==> src/verilog/pll_clock_consts.vh <==
// Register offsets, field positions, reset values and counts for the base clock selector
`ifndef PLL_CLOCK_CONSTS_VH
`define PLL_CLOCK_CONSTS_VH

// Register offsets on the 8-bit register port
`define CTRL_ADDR        8'h36
`define MULT_HIGH_ADDR   8'h38
`define MULT_LOW_ADDR    8'h39
`define RANGE_ADDR       8'h3a
`define CONFIG_TWO_ADDR  8'h3c
`define STATUS_ADDR      8'h3d

// Control register fields
`define PLL_POWER_ON_BIT_BIT        5
`define BCS_BIT          4
`define VPR_HI           1
`define VPR_LO           0

// Configuration and status fields
`define OSC_KEEP_BIT     0
`define STAT_ACTIVE_BIT  0
`define STAT_BUSY_BIT    1
`define STAT_PLLEN_BIT   2

// Reset values
`define PLL_POWER_ON_BIT_RESET      1'b1
`define BCS_RESET        1'b0
`define VPR_RESET        2'h0
`define MULT_HIGH_RESET  4'h0
`define MULT_LOW_RESET   8'h40
`define RANGE_RESET      8'h40
`define OSC_KEEP_RESET   1'b0

// Transition controller: source edges to wait on each side
`define XTAL_WAIT_EDGES  2'd3
`define VCO_WAIT_EDGES   2'd3
// Clock cycles without an old-source edge before it is taken as stopped
`define DRAIN_TIMEOUT    8'hff

// Nominal VCO center step in Hz
`define F_NOM_HZ         28'd71400

`endif

==> src/verilog/clock_edge_sync.v <==
// Two-flop synchroniser for a sampled clock pin with rising edge detection
`timescale 1ns/10ps

module clock_edge_sync (
  input  wire clk,
  input  wire rst_n,
  input  wire async_in,
  output wire level,
  output wire rise
);

  reg meta;
  reg stable;
  reg last;

  // First stage feeds only the second; edge logic looks at later stages
  always @(posedge clk or negedge rst_n) begin
    if (!rst_n) begin
      meta   <= 1'b0;
      stable <= 1'b0;
      last   <= 1'b0;
    end else begin
      meta   <= async_in;
      stable <= meta;
      last   <= stable;
    end
  end

  assign level = stable;
  assign rise  = stable & ~last;

endmodule

==> src/verilog/pll_base_clock_select.v <==
// Base clock selector with PLL programming registers and interlocks
//
// Function
// - Zero feedback multiplier behaves as one
// - Zero linear multiplier disables PLL, forces crystal
// - Switch waits three crystal and three VCO edges
// - Base clock held static during a switch
// - Selected source divided by two
// - Select bit chooses crystal or VCO source
// - Select one means VCO, zero means crystal
// - Select cannot be set while PLL off
// - PLL power bit stays on while VCO selected; stop without keep bit still drops pll_enable
// - Power and select never change together
// - Exponent held binary in control register
// - Feedback multiplier split over high, low
// - Linear multiplier held in range register
// - Feedback divider locks VCO to N times reference
// - Center frequency is L times 2^E times step
// - Programming registers read-only while PLL on
// - System enable drives oscillator and PLL
// - Keep bit holds oscillator on in stop
// - Keep bit clear: oscillator follows system enable
`timescale 1ns/10ps
`include "pll_clock_consts.vh"

module pll_base_clock_select (
  input  wire        clk,
  input  wire        rst_n,
  input  wire [7:0]  addr,
  input  wire [7:0]  wr_data,
  input  wire        wr_en,
  input  wire        rd_en,
  output reg  [7:0]  rd_data,
  input  wire        crystal_clock,
  input  wire        vco_clock,
  input  wire        system_osc_enable,
  output reg         base_clock_out,
  output reg         base_source_vco,
  output reg         switch_busy,
  output reg         osc_enable,
  output reg         pll_enable,
  output wire        feedback_tick,
  output wire [11:0] feedback_divisor,
  output reg  [1:0]  vco_power_range,
  output reg  [10:0] vco_center_mult,
  output reg  [27:0] vco_center_hz
);

  // Transition controller states
  localparam ST_RUN   = 2'd0;
  localparam ST_DRAIN = 2'd1;
  localparam ST_ARM   = 2'd2;

  // Software state
  reg        pll_power_on_bit;
  reg        base_clock_select_bit;
  reg [1:0]  vco_power_range_field;
  reg [3:0]  multiplier_select_high;
  reg [7:0]  multiplier_select_low;
  reg [7:0]  vco_range_select;
  reg        stop_mode_osc_keep;

  // Transition controller state
  reg [1:0]  state;
  reg [1:0]  edge_count;
  reg [7:0]  idle_timer;
  reg        target_sel;

  // System enable crosses in from another module's clocking
  reg        osc_en_meta;
  reg        osc_en_sync;

  // Returns one when an 8-bit field is not zero
  function nonzero8;
    input [7:0] value;
    begin
      nonzero8 = |value;
    end
  endfunction

  // Wait count for one side of the switch
  function [1:0] wait_edges;
    input vco_side;
    begin
      wait_edges = vco_side ? `VCO_WAIT_EDGES : `XTAL_WAIT_EDGES;
    end
  endfunction

  wire xtal_level;
  wire xtal_rise;
  wire vco_level;
  wire vco_rise;

  // Each source is synchronised on its own path
  clock_edge_sync xtal_sync (
    .clk      (clk),
    .rst_n    (rst_n),
    .async_in (crystal_clock),
    .level    (xtal_level),
    .rise     (xtal_rise)
  );

  clock_edge_sync vco_sync (
    .clk      (clk),
    .rst_n    (rst_n),
    .async_in (vco_clock),
    .level    (vco_level),
    .rise     (vco_rise)
  );

  // Feedback divider uses the full split multiplier
  vco_feedback_divider feedback_div (
    .clk           (clk),
    .rst_n         (rst_n),
    .enable        (pll_enable),
    .vco_rise      (vco_rise),
    .multiplier    ({multiplier_select_high, multiplier_select_low}),
    .feedback_tick (feedback_tick),
    .divisor       (feedback_divisor)
  );

  // Write decode
  wire wr_ctrl  = wr_en && (addr == `CTRL_ADDR);
  wire wr_high  = wr_en && (addr == `MULT_HIGH_ADDR);
  wire wr_low   = wr_en && (addr == `MULT_LOW_ADDR);
  wire wr_range = wr_en && (addr == `RANGE_ADDR);
  wire wr_cfg   = wr_en && (addr == `CONFIG_TWO_ADDR);
  wire range_ok = nonzero8(vco_range_select);

  reg next_pll_on;
  reg next_bcs;

  // Interlocks judged against the values before this write
  always @* begin
    next_pll_on = pll_power_on_bit;
    next_bcs    = base_clock_select_bit & range_ok;
    if (wr_ctrl) begin
      // Clearing power is refused while the VCO is selected
      next_pll_on = wr_data[`PLL_POWER_ON_BIT_BIT] | base_clock_select_bit;
      // Setting select needs power already on and staying on; a select that
      // is already set survives a refused power-off in the same write
      next_bcs    = wr_data[`BCS_BIT] & range_ok
                    & (base_clock_select_bit
                       | (pll_power_on_bit & wr_data[`PLL_POWER_ON_BIT_BIT]));
    end
  end

  // Register storage; programming fields lock while the PLL power bit is set
  always @(posedge clk or negedge rst_n) begin
    if (!rst_n) begin
      pll_power_on_bit      <= `PLL_POWER_ON_BIT_RESET;
      base_clock_select_bit <= `BCS_RESET;
      vco_power_range_field <= `VPR_RESET;
      multiplier_select_high <= `MULT_HIGH_RESET;
      multiplier_select_low <= `MULT_LOW_RESET;
      vco_range_select      <= `RANGE_RESET;
      stop_mode_osc_keep    <= `OSC_KEEP_RESET;
    end else begin
      pll_power_on_bit      <= next_pll_on;
      base_clock_select_bit <= next_bcs;
      if (wr_ctrl && !pll_power_on_bit) begin
        vco_power_range_field <= wr_data[`VPR_HI:`VPR_LO];
      end
      if (wr_high && !pll_power_on_bit) begin
        multiplier_select_high <= wr_data[3:0];
      end
      if (wr_low && !pll_power_on_bit) begin
        multiplier_select_low <= wr_data;
      end
      if (wr_range && !pll_power_on_bit) begin
        vco_range_select <= wr_data;
      end
      if (wr_cfg) begin
        stop_mode_osc_keep <= wr_data[`OSC_KEEP_BIT];
      end
    end
  end

  // Read data lands in the cycle after the strobe
  always @(posedge clk or negedge rst_n) begin
    if (!rst_n) begin
      rd_data <= 8'h00;
    end else if (rd_en) begin
      case (addr)
        `CTRL_ADDR: begin
          rd_data <= {2'b00, pll_power_on_bit, base_clock_select_bit,
                      2'b00, vco_power_range_field};
        end
        `MULT_HIGH_ADDR:  rd_data <= {4'h0, multiplier_select_high};
        `MULT_LOW_ADDR:   rd_data <= multiplier_select_low;
        `RANGE_ADDR:      rd_data <= vco_range_select;
        `CONFIG_TWO_ADDR: rd_data <= {7'h00, stop_mode_osc_keep};
        `STATUS_ADDR: begin
          rd_data <= {5'h00, pll_enable, switch_busy, base_source_vco};
        end
        default:          rd_data <= 8'h00;
      endcase
    end else begin
      rd_data <= 8'h00;
    end
  end

  // Oscillator and PLL enables; stop mode shows as the system enable falling
  wire next_osc_en = osc_en_sync | stop_mode_osc_keep;

  always @(posedge clk or negedge rst_n) begin
    if (!rst_n) begin
      osc_en_meta <= 1'b0;
      osc_en_sync <= 1'b0;
      osc_enable  <= 1'b0;
      pll_enable  <= 1'b0;
    end else begin
      osc_en_meta <= system_osc_enable;
      osc_en_sync <= osc_en_meta;
      osc_enable  <= next_osc_en;
      // A zero linear multiplier keeps the loop off even when powered
      pll_enable  <= pll_power_on_bit & range_ok & next_osc_en;
    end
  end

  // Center frequency multiplier and its value in Hz
  wire [10:0] next_center = {3'b000, vco_range_select} << vco_power_range_field;

  always @(posedge clk or negedge rst_n) begin
    if (!rst_n) begin
      vco_power_range <= 2'h0;
      vco_center_mult <= 11'h000;
      vco_center_hz   <= 28'h0000000;
    end else begin
      vco_power_range <= vco_power_range_field;
      vco_center_mult <= next_center;
      vco_center_hz   <= {17'h00000, next_center} * `F_NOM_HZ;
    end
  end

  // Old source is the one in use, new is the requested one
  wire old_rise = base_source_vco ? vco_rise  : xtal_rise;
  wire old_low  = base_source_vco ? ~vco_level : ~xtal_level;
  wire new_rise = target_sel ? vco_rise  : xtal_rise;
  wire new_low  = target_sel ? ~vco_level : ~xtal_level;
  // Sampling at clk limits sources to well under half the clk rate
  wire act_rise = base_source_vco ? vco_rise : xtal_rise;

  // Transition controller: drain old source, arm new, then hand over
  always @(posedge clk or negedge rst_n) begin
    if (!rst_n) begin
      state           <= ST_RUN;
      edge_count      <= 2'd0;
      idle_timer      <= 8'h00;
      target_sel      <= 1'b0;
      base_source_vco <= 1'b0;
      switch_busy     <= 1'b0;
      base_clock_out  <= 1'b0;
    end else begin
      case (state)
        ST_RUN: begin
          if (act_rise) begin
            base_clock_out <= ~base_clock_out;
          end
          if (base_clock_select_bit != base_source_vco) begin
            target_sel  <= base_clock_select_bit;
            state       <= ST_DRAIN;
            edge_count  <= 2'd0;
            idle_timer  <= 8'h00;
            switch_busy <= 1'b1;
          end
        end
        ST_DRAIN: begin
          // A stopped old source must not hang the switch
          if (old_rise) begin
            idle_timer <= 8'h00;
          end else if (idle_timer != `DRAIN_TIMEOUT) begin
            idle_timer <= idle_timer + 8'h01;
          end
          if (old_rise && edge_count != wait_edges(base_source_vco)) begin
            edge_count <= edge_count + 2'd1;
          end
          if ((edge_count == wait_edges(base_source_vco) && old_low)
              || idle_timer == `DRAIN_TIMEOUT) begin
            state      <= ST_ARM;
            edge_count <= 2'd0;
          end
        end
        ST_ARM: begin
          if (new_rise && edge_count != wait_edges(target_sel)) begin
            edge_count <= edge_count + 2'd1;
          end
          // New source joins only in its low phase, so no runt pulse
          if (edge_count == wait_edges(target_sel) && new_low) begin
            base_source_vco <= target_sel;
            state           <= ST_RUN;
            switch_busy     <= 1'b0;
          end
        end
        default: begin
          state       <= ST_RUN;
          switch_busy <= 1'b0;
        end
      endcase
      // Output keeps its level outside ST_RUN, giving no edges at all
    end
  end

endmodule

==> src/verilog/vco_feedback_divider.v <==
// Modulo divider of the VCO clock by the feedback multiplier
`timescale 1ns/10ps

module vco_feedback_divider (
  input  wire        clk,
  input  wire        rst_n,
  input  wire        enable,
  input  wire        vco_rise,
  input  wire [11:0] multiplier,
  output reg         feedback_tick,
  output reg  [11:0] divisor
);

  reg [11:0] count;
  reg [11:0] divisor_next_calc;

  // A zero multiplier divides exactly as one would
  always @* begin
    divisor_next_calc = (multiplier == 12'h000) ? 12'h001 : multiplier;
  end

  // One tick per divisor VCO edges; counter parks while the loop is off
  always @(posedge clk or negedge rst_n) begin
    if (!rst_n) begin
      count         <= 12'h000;
      feedback_tick <= 1'b0;
      divisor       <= 12'h001;
    end else begin
      divisor       <= divisor_next_calc;
      feedback_tick <= 1'b0;
      if (!enable) begin
        count <= 12'h000;
      end else if (vco_rise) begin
        if (count + 12'h001 >= divisor_next_calc) begin
          count         <= 12'h000;
          feedback_tick <= 1'b1;
        end else begin
          count <= count + 12'h001;
        end
      end
    end
  end

endmodule
==> config.mk <==
export PLATFORM = sky130hd
export DESIGN_NAME = pll_base_clock_select
export DESIGN_NICKNAME = d
export VERILOG_FILES = /design/src/verilog/clock_edge_sync.v /design/src/verilog/pll_base_clock_select.v /design/src/verilog/vco_feedback_divider.v
export VERILOG_INCLUDE_DIRS = /design/src /design/src/verilog
export SDC_FILE = /design/constraint.sdc
export NUM_CORES = 1
export LEC_CHECK = 0
export BUFFER_PORTS_ARGS = -buffer_cell sky130_fd_sc_hd__buf_2
export CAP_MARGIN = 5
export CORE_ASPECT_RATIO = 1.4
export CORE_MARGIN = 2
export CORE_UTILIZATION = 30
export DETAILED_ROUTE_END_ITERATION = 7
export HOLD_SLACK_MARGIN = 0.02
export PLACE_DENSITY = 0.46
export SLEW_MARGIN = 0
export SYNTH_ARGS = -nofsm -noshare
export SYNTH_HDL_FRONTEND = slang
export SYNTH_SLANG_ARGS = --single-unit
export TNS_END_PERCENT = 1
==> constraint.sdc <==
create_clock -name clk -period 7.2 [get_ports clk]
set_input_delay 1.08 -clock clk [delete_from_list [all_inputs] [get_ports clk]]
set_output_delay 1.08 -clock clk [all_outputs]
set_load 0.02 [all_outputs]
==> results.sh <==
export IMPL_cts_buffers_inserted=17
export IMPL_worst_endpoint_required_ns=7.49
export IMPL_vias_in_the_first_global_route=6087
export IMPL_drt_pass1_iter_count=4
export IMPL_post_cts_buffers=0
export IMPL_num_vias=5608
export IMPL_vdd_ir_drop_worst_mv=0.126
export IMPL_detailed_place_hpwl_mm=15.6
export IMPL_worstPathCellList="mux2_2 > o21ai_0 > inv_1 > ha_1 > fa_1 > fa_1 > fa_1 > inv_1 > fa_1 > inv_1 > ha_1 > o21a_1 > o21ai_0 > a31oi_2 > a221o_2 > a311oi_2 > o21ai_0"
export IMPL_syn_avg_cell_area_um2=10.5
export IMPL_fmax_mhz=161
export IMPL_synth_ff_latch_count=120
export IMPL_clock_skew_ns=0.0102
export IMPL_floorplan_die_area_um2=28300
export IMPL_grt_overflow_total=0
export IMPL_outcome="completed"
export IMPL_post_route_period_util_pct=86.2
export IMPL_cts_root_buffer_cell="sky130_fd_sc_hd__clkbuf_16"
export IMPL_power_leakage_uw=0.00505
export IMPL_tritoncts="done"
export IMPL_cts_hold_buffers_added=0
export IMPL_setup_worst_path_start_class="flip-flop"
export IMPL_most_frequent_cell_on_critical_path="sky130_fd_sc_hd__fa_1"
export IMPL_die_h_um=198
export IMPL_worst_path_max_delay_cell="sky130_fd_sc_hd__dfrtp_1"
export IMPL_clk_latency_ns=0.43
export IMPL_ys_async_sr_fraction_pct=100
export IMPL_gp_congestion=0.797
export IMPL_final_critical_path_setup_slack_ns=0.997
export IMPL_grt_max_degree=68
export IMPL_hold_path_class="reg -> reg"
export IMPL_placement_rows=71
export IMPL_ys_dominant_reg_cell="sky130_fd_sc_hd__dfrtp_1"
export IMPL_timing_final_crit_period_ns=6.20
export IMPL_crit_buf_inv=3
export IMPL_htree_levels=4
export IMPL_start_util_pct=30.3
export IMPL_grt_first_pass_wirelength_mm=32.5
export IMPL_clockBufferDepth=2
export IMPL_initial_detailed_routing_violation_count=226
export IMPL_final_tns_setup_ns=0
export IMPL_relSlewSlack_pct=30.4
export IMPL_critical_path_max_stage_delay_ns=0.61
export IMPL_layout_drive_gt1_share_pct=19.4
export IMPL_worst_path_max_fanout=12
export IMPL_cts_sink_count=120
export IMPL_grt_util_all_layers_pct=15.2
export IMPL_cts_clk_slew_worst_paths_ns=0.06
export IMPL_cts_resized=0
export IMPL_synth_edff_count=0
export IMPL_die_width_um=143
export IMPL_final_common_cell="sky130_fd_sc_hd__dfrtp_1"
export IMPL_crit_path_max_delay_family="adder cells"
export IMPL_synth_seq_area_share_pct=37.2
export IMPL_growth_of_design_area_from_synthesis_to_finish_pct=16.8
export IMPL_port_buffers=86
export IMPL_finish_net_count=1009
export IMPL_io_pin_count=90
export IMPL_endpoint_kind="flip-flop"
export IMPL_path_class="reg -> reg"
export IMPL_report_final_slew_viol_count=0
export IMPL_arrival_ns=6.50
export IMPL_syn_area_um2=8080
export IMPL_antennaDiodeCount=0
export IMPL_setup_viol=0
export IMPL_yosys_warnings=0
export IMPL_drcViolationCount=0
export IMPL_netlist_instances=770
export IMPL_grt_antenna_before_repair=0
export IMPL_rsz0062_at_grt="false"
export IMPL_pwr_density_cell_nw_per_um2=274
export IMPL_core_region_area_um2=26700
export IMPL_drt_antenna_violating_nets=0
export IMPL_layout_common_cells="sky130_fd_sc_hd__dfrtp_1, sky130_fd_sc_hd__inv_1, sky130_fd_sc_hd__ha_1"
export IMPL_synthDistinctLibCells=66
export IMPL_pre_cts_slack_ns=0.976
export IMPL_timing_final_hold_violations=0
export IMPL_fill_cells=2736
export IMPL_drv_max_cap_violation_count=0
export IMPL_routed_wl_mm=19.7
export IMPL_max_slew_worst_pin_slew_ns=1.03
export IMPL_via_per_inst=4.71
export IMPL_post_drt_wl_per_cell_um=16.6
## worst register-to-register path: stages (launching register included)
cell and delay, ns:
sky130_fd_sc_hd__dfrtp_1 0.61, sky130_fd_sc_hd__mux2_2 0.41, sky130_fd_sc_hd__o21ai_0 0.32, sky130_fd_sc_hd__inv_1 0.32, sky130_fd_sc_hd__ha_1 0.42, sky130_fd_sc_hd__fa_1 0.57, sky130_fd_sc_hd__fa_1 0.46, sky130_fd_sc_hd__fa_1 0.56
sky130_fd_sc_hd__inv_1 0.06, sky130_fd_sc_hd__fa_1 0.53, sky130_fd_sc_hd__inv_1 0.04, sky130_fd_sc_hd__ha_1 0.37, sky130_fd_sc_hd__o21a_1 0.21, sky130_fd_sc_hd__o21ai_0 0.19, sky130_fd_sc_hd__a31oi_2 0.11, sky130_fd_sc_hd__a221o_2 0.46
sky130_fd_sc_hd__a311oi_2 0.32, sky130_fd_sc_hd__o21ai_0 0.14
## synth_stat cells (all sizes together), types with 3 or more instances
library cell | number | share of area, %
nor4 | 6 | 0.54
clkbuf | 24 | 1.1
inv | 109 | 5.1
dfrtp | 116 | 36
nor2 | 39 | 1.8
nor2b | 11 | 0.94
fa | 44 | 11
buf | 6 | 0.56
a21boi | 4 | 0.37
and2 | 5 | 0.39
nand3 | 18 | 1.1
ha | 93 | 14
a22o | 9 | 0.98
a21o | 11 | 1.0
a21oi | 38 | 2.4
mux2 | 27 | 3.8
nand4 | 7 | 0.54
o21a | 4 | 0.37
nor3 | 5 | 0.31
mux2i | 13 | 1.6
a31oi | 5 | 0.46
nand2b | 6 | 0.46
xor2 | 10 | 1.1
dfstp | 4 | 1.3
o211ai | 5 | 0.46
and3 | 10 | 0.77
o21ai | 25 | 1.5
nand2 | 48 | 2.2
a41oi | 3 | 0.33
a22oi | 4 | 0.37
xnor2 | 21 | 2.3
or2 | 6 | 0.46
nor3b | 3 | 0.28
## routing by layer
| layer | track usage (%) | wire length [um] | vias up |
|---|---|---|---|
| li1 | - | - | 2759 |
| met1 | 16.8 | 7810 | 2750 |
| met2 | 28.6 | 11000 | 74 |
| met3 | 2.93 | 506 | 25 |
| met4 | 5.21 | 375 | 0 |
| met5 | 0 | 0 | - |
## flip-flops by register name (all words and copies together) (netlist names), 2 cells and up
register                cells
edge_count                  2
multiplier_select_high      4
state                       2
feedback_div.divisor       12
vco_power_range             2
vco_center_hz              23
multiplier_select_low       8
rd_data                     8
vco_center_mult            11
feedback_div.count         12
idle_timer                  8
vco_range_select            8
vco_power_range_field       2
## kinds of logic after synthesis
| kind of cell | Yosys count | share of synthesized area, % |
|---|---|---|
| other | 1 | 0.0464 |
| buffers and inverters | 139 | 6.75 |
| adder cells (fa/ha/maj) | 137 | 25.3 |
| XOR/XNOR | 31 | 3.36 |
| multiplexers | 40 | 5.38 |
| flip-flops | 120 | 37.2 |
| AO/OA/AOI/OAI | 132 | 11.3 |
| AND/OR/NAND/NOR | 170 | 10.6 |
## metrics by stage
| step | area [um2] | std cells | utilization, % | total power [uW] | hold slack [ns] |
|---|---|---|---|---|---|
| after CTS | 9430 | 1190 | 35.4 | 2640 | 0.348 |
| after floorplan | 8080 | 772 | - | 1450 | 0.331 |
| after detailed placement | 8810 | 1158 | 33.0 | 1690 | 0.335 |
| final | 9430 | 1190 | 35.4 | 2580 | 0.346 |
| after global routing | 9430 | 1190 | 35.4 | 2780 | 0.364 |
| after global placement | 8810 | 1158 | 33.0 | 1700 | 0.335 |
## path summary, 6_finish.rpt
| check | startpoint | end | slack, ns | cells after the start |
|---|---|---|---|---|
| min in group asynchronous | rst_n | base_source_vco$_DFFE_PN0P_ | 0.70 | 1 |
| hold / removal | xtal_sync.meta$_DFF_PN0_ | xtal_sync.level$_DFF_PN0_ | 0.35 | 0 |
| setup / recovery | vco_power_range_field[0]$_DFFE_PN0P_ | vco_center_hz[27]$_DFF_PN0_ | 1.0 | 17 |
| hold reg to reg | xtal_sync.meta$_DFF_PN0_ | xtal_sync.level$_DFF_PN0_ | 0.35 | 0 |
| setup reg to reg | vco_power_range_field[0]$_DFFE_PN0P_ | vco_center_hz[27]$_DFF_PN0_ | 1.0 | 17 |
| max in group asynchronous | rst_n | vco_center_mult[8]$_DFF_PN0_ | 5.09 | 2 |
## cell type report
cell class | count | area, um2 | area share [%]
clock buffers | 18 | 429 | 4.55
clock inverters | 14 | 199 | 2.11
inverters | 109 | 409 | 4.34
multi-input cells | 513 | 4530 | 48.0
flip-flops and latches | 120 | 3010 | 31.9
well taps | 328 | 410 | 4.35
repair buffers | 88 | 448 | 4.75
## power breakdown
part / total, uW / switching [uW] / internal, uW
sequential: 821 / 59.2 / 762
combinational: 849 / 521 / 328
clock: 915 / 333 / 582
total: 2580 / 913 / 1670
No activity file was read; power rests on OpenSTA's default activity.
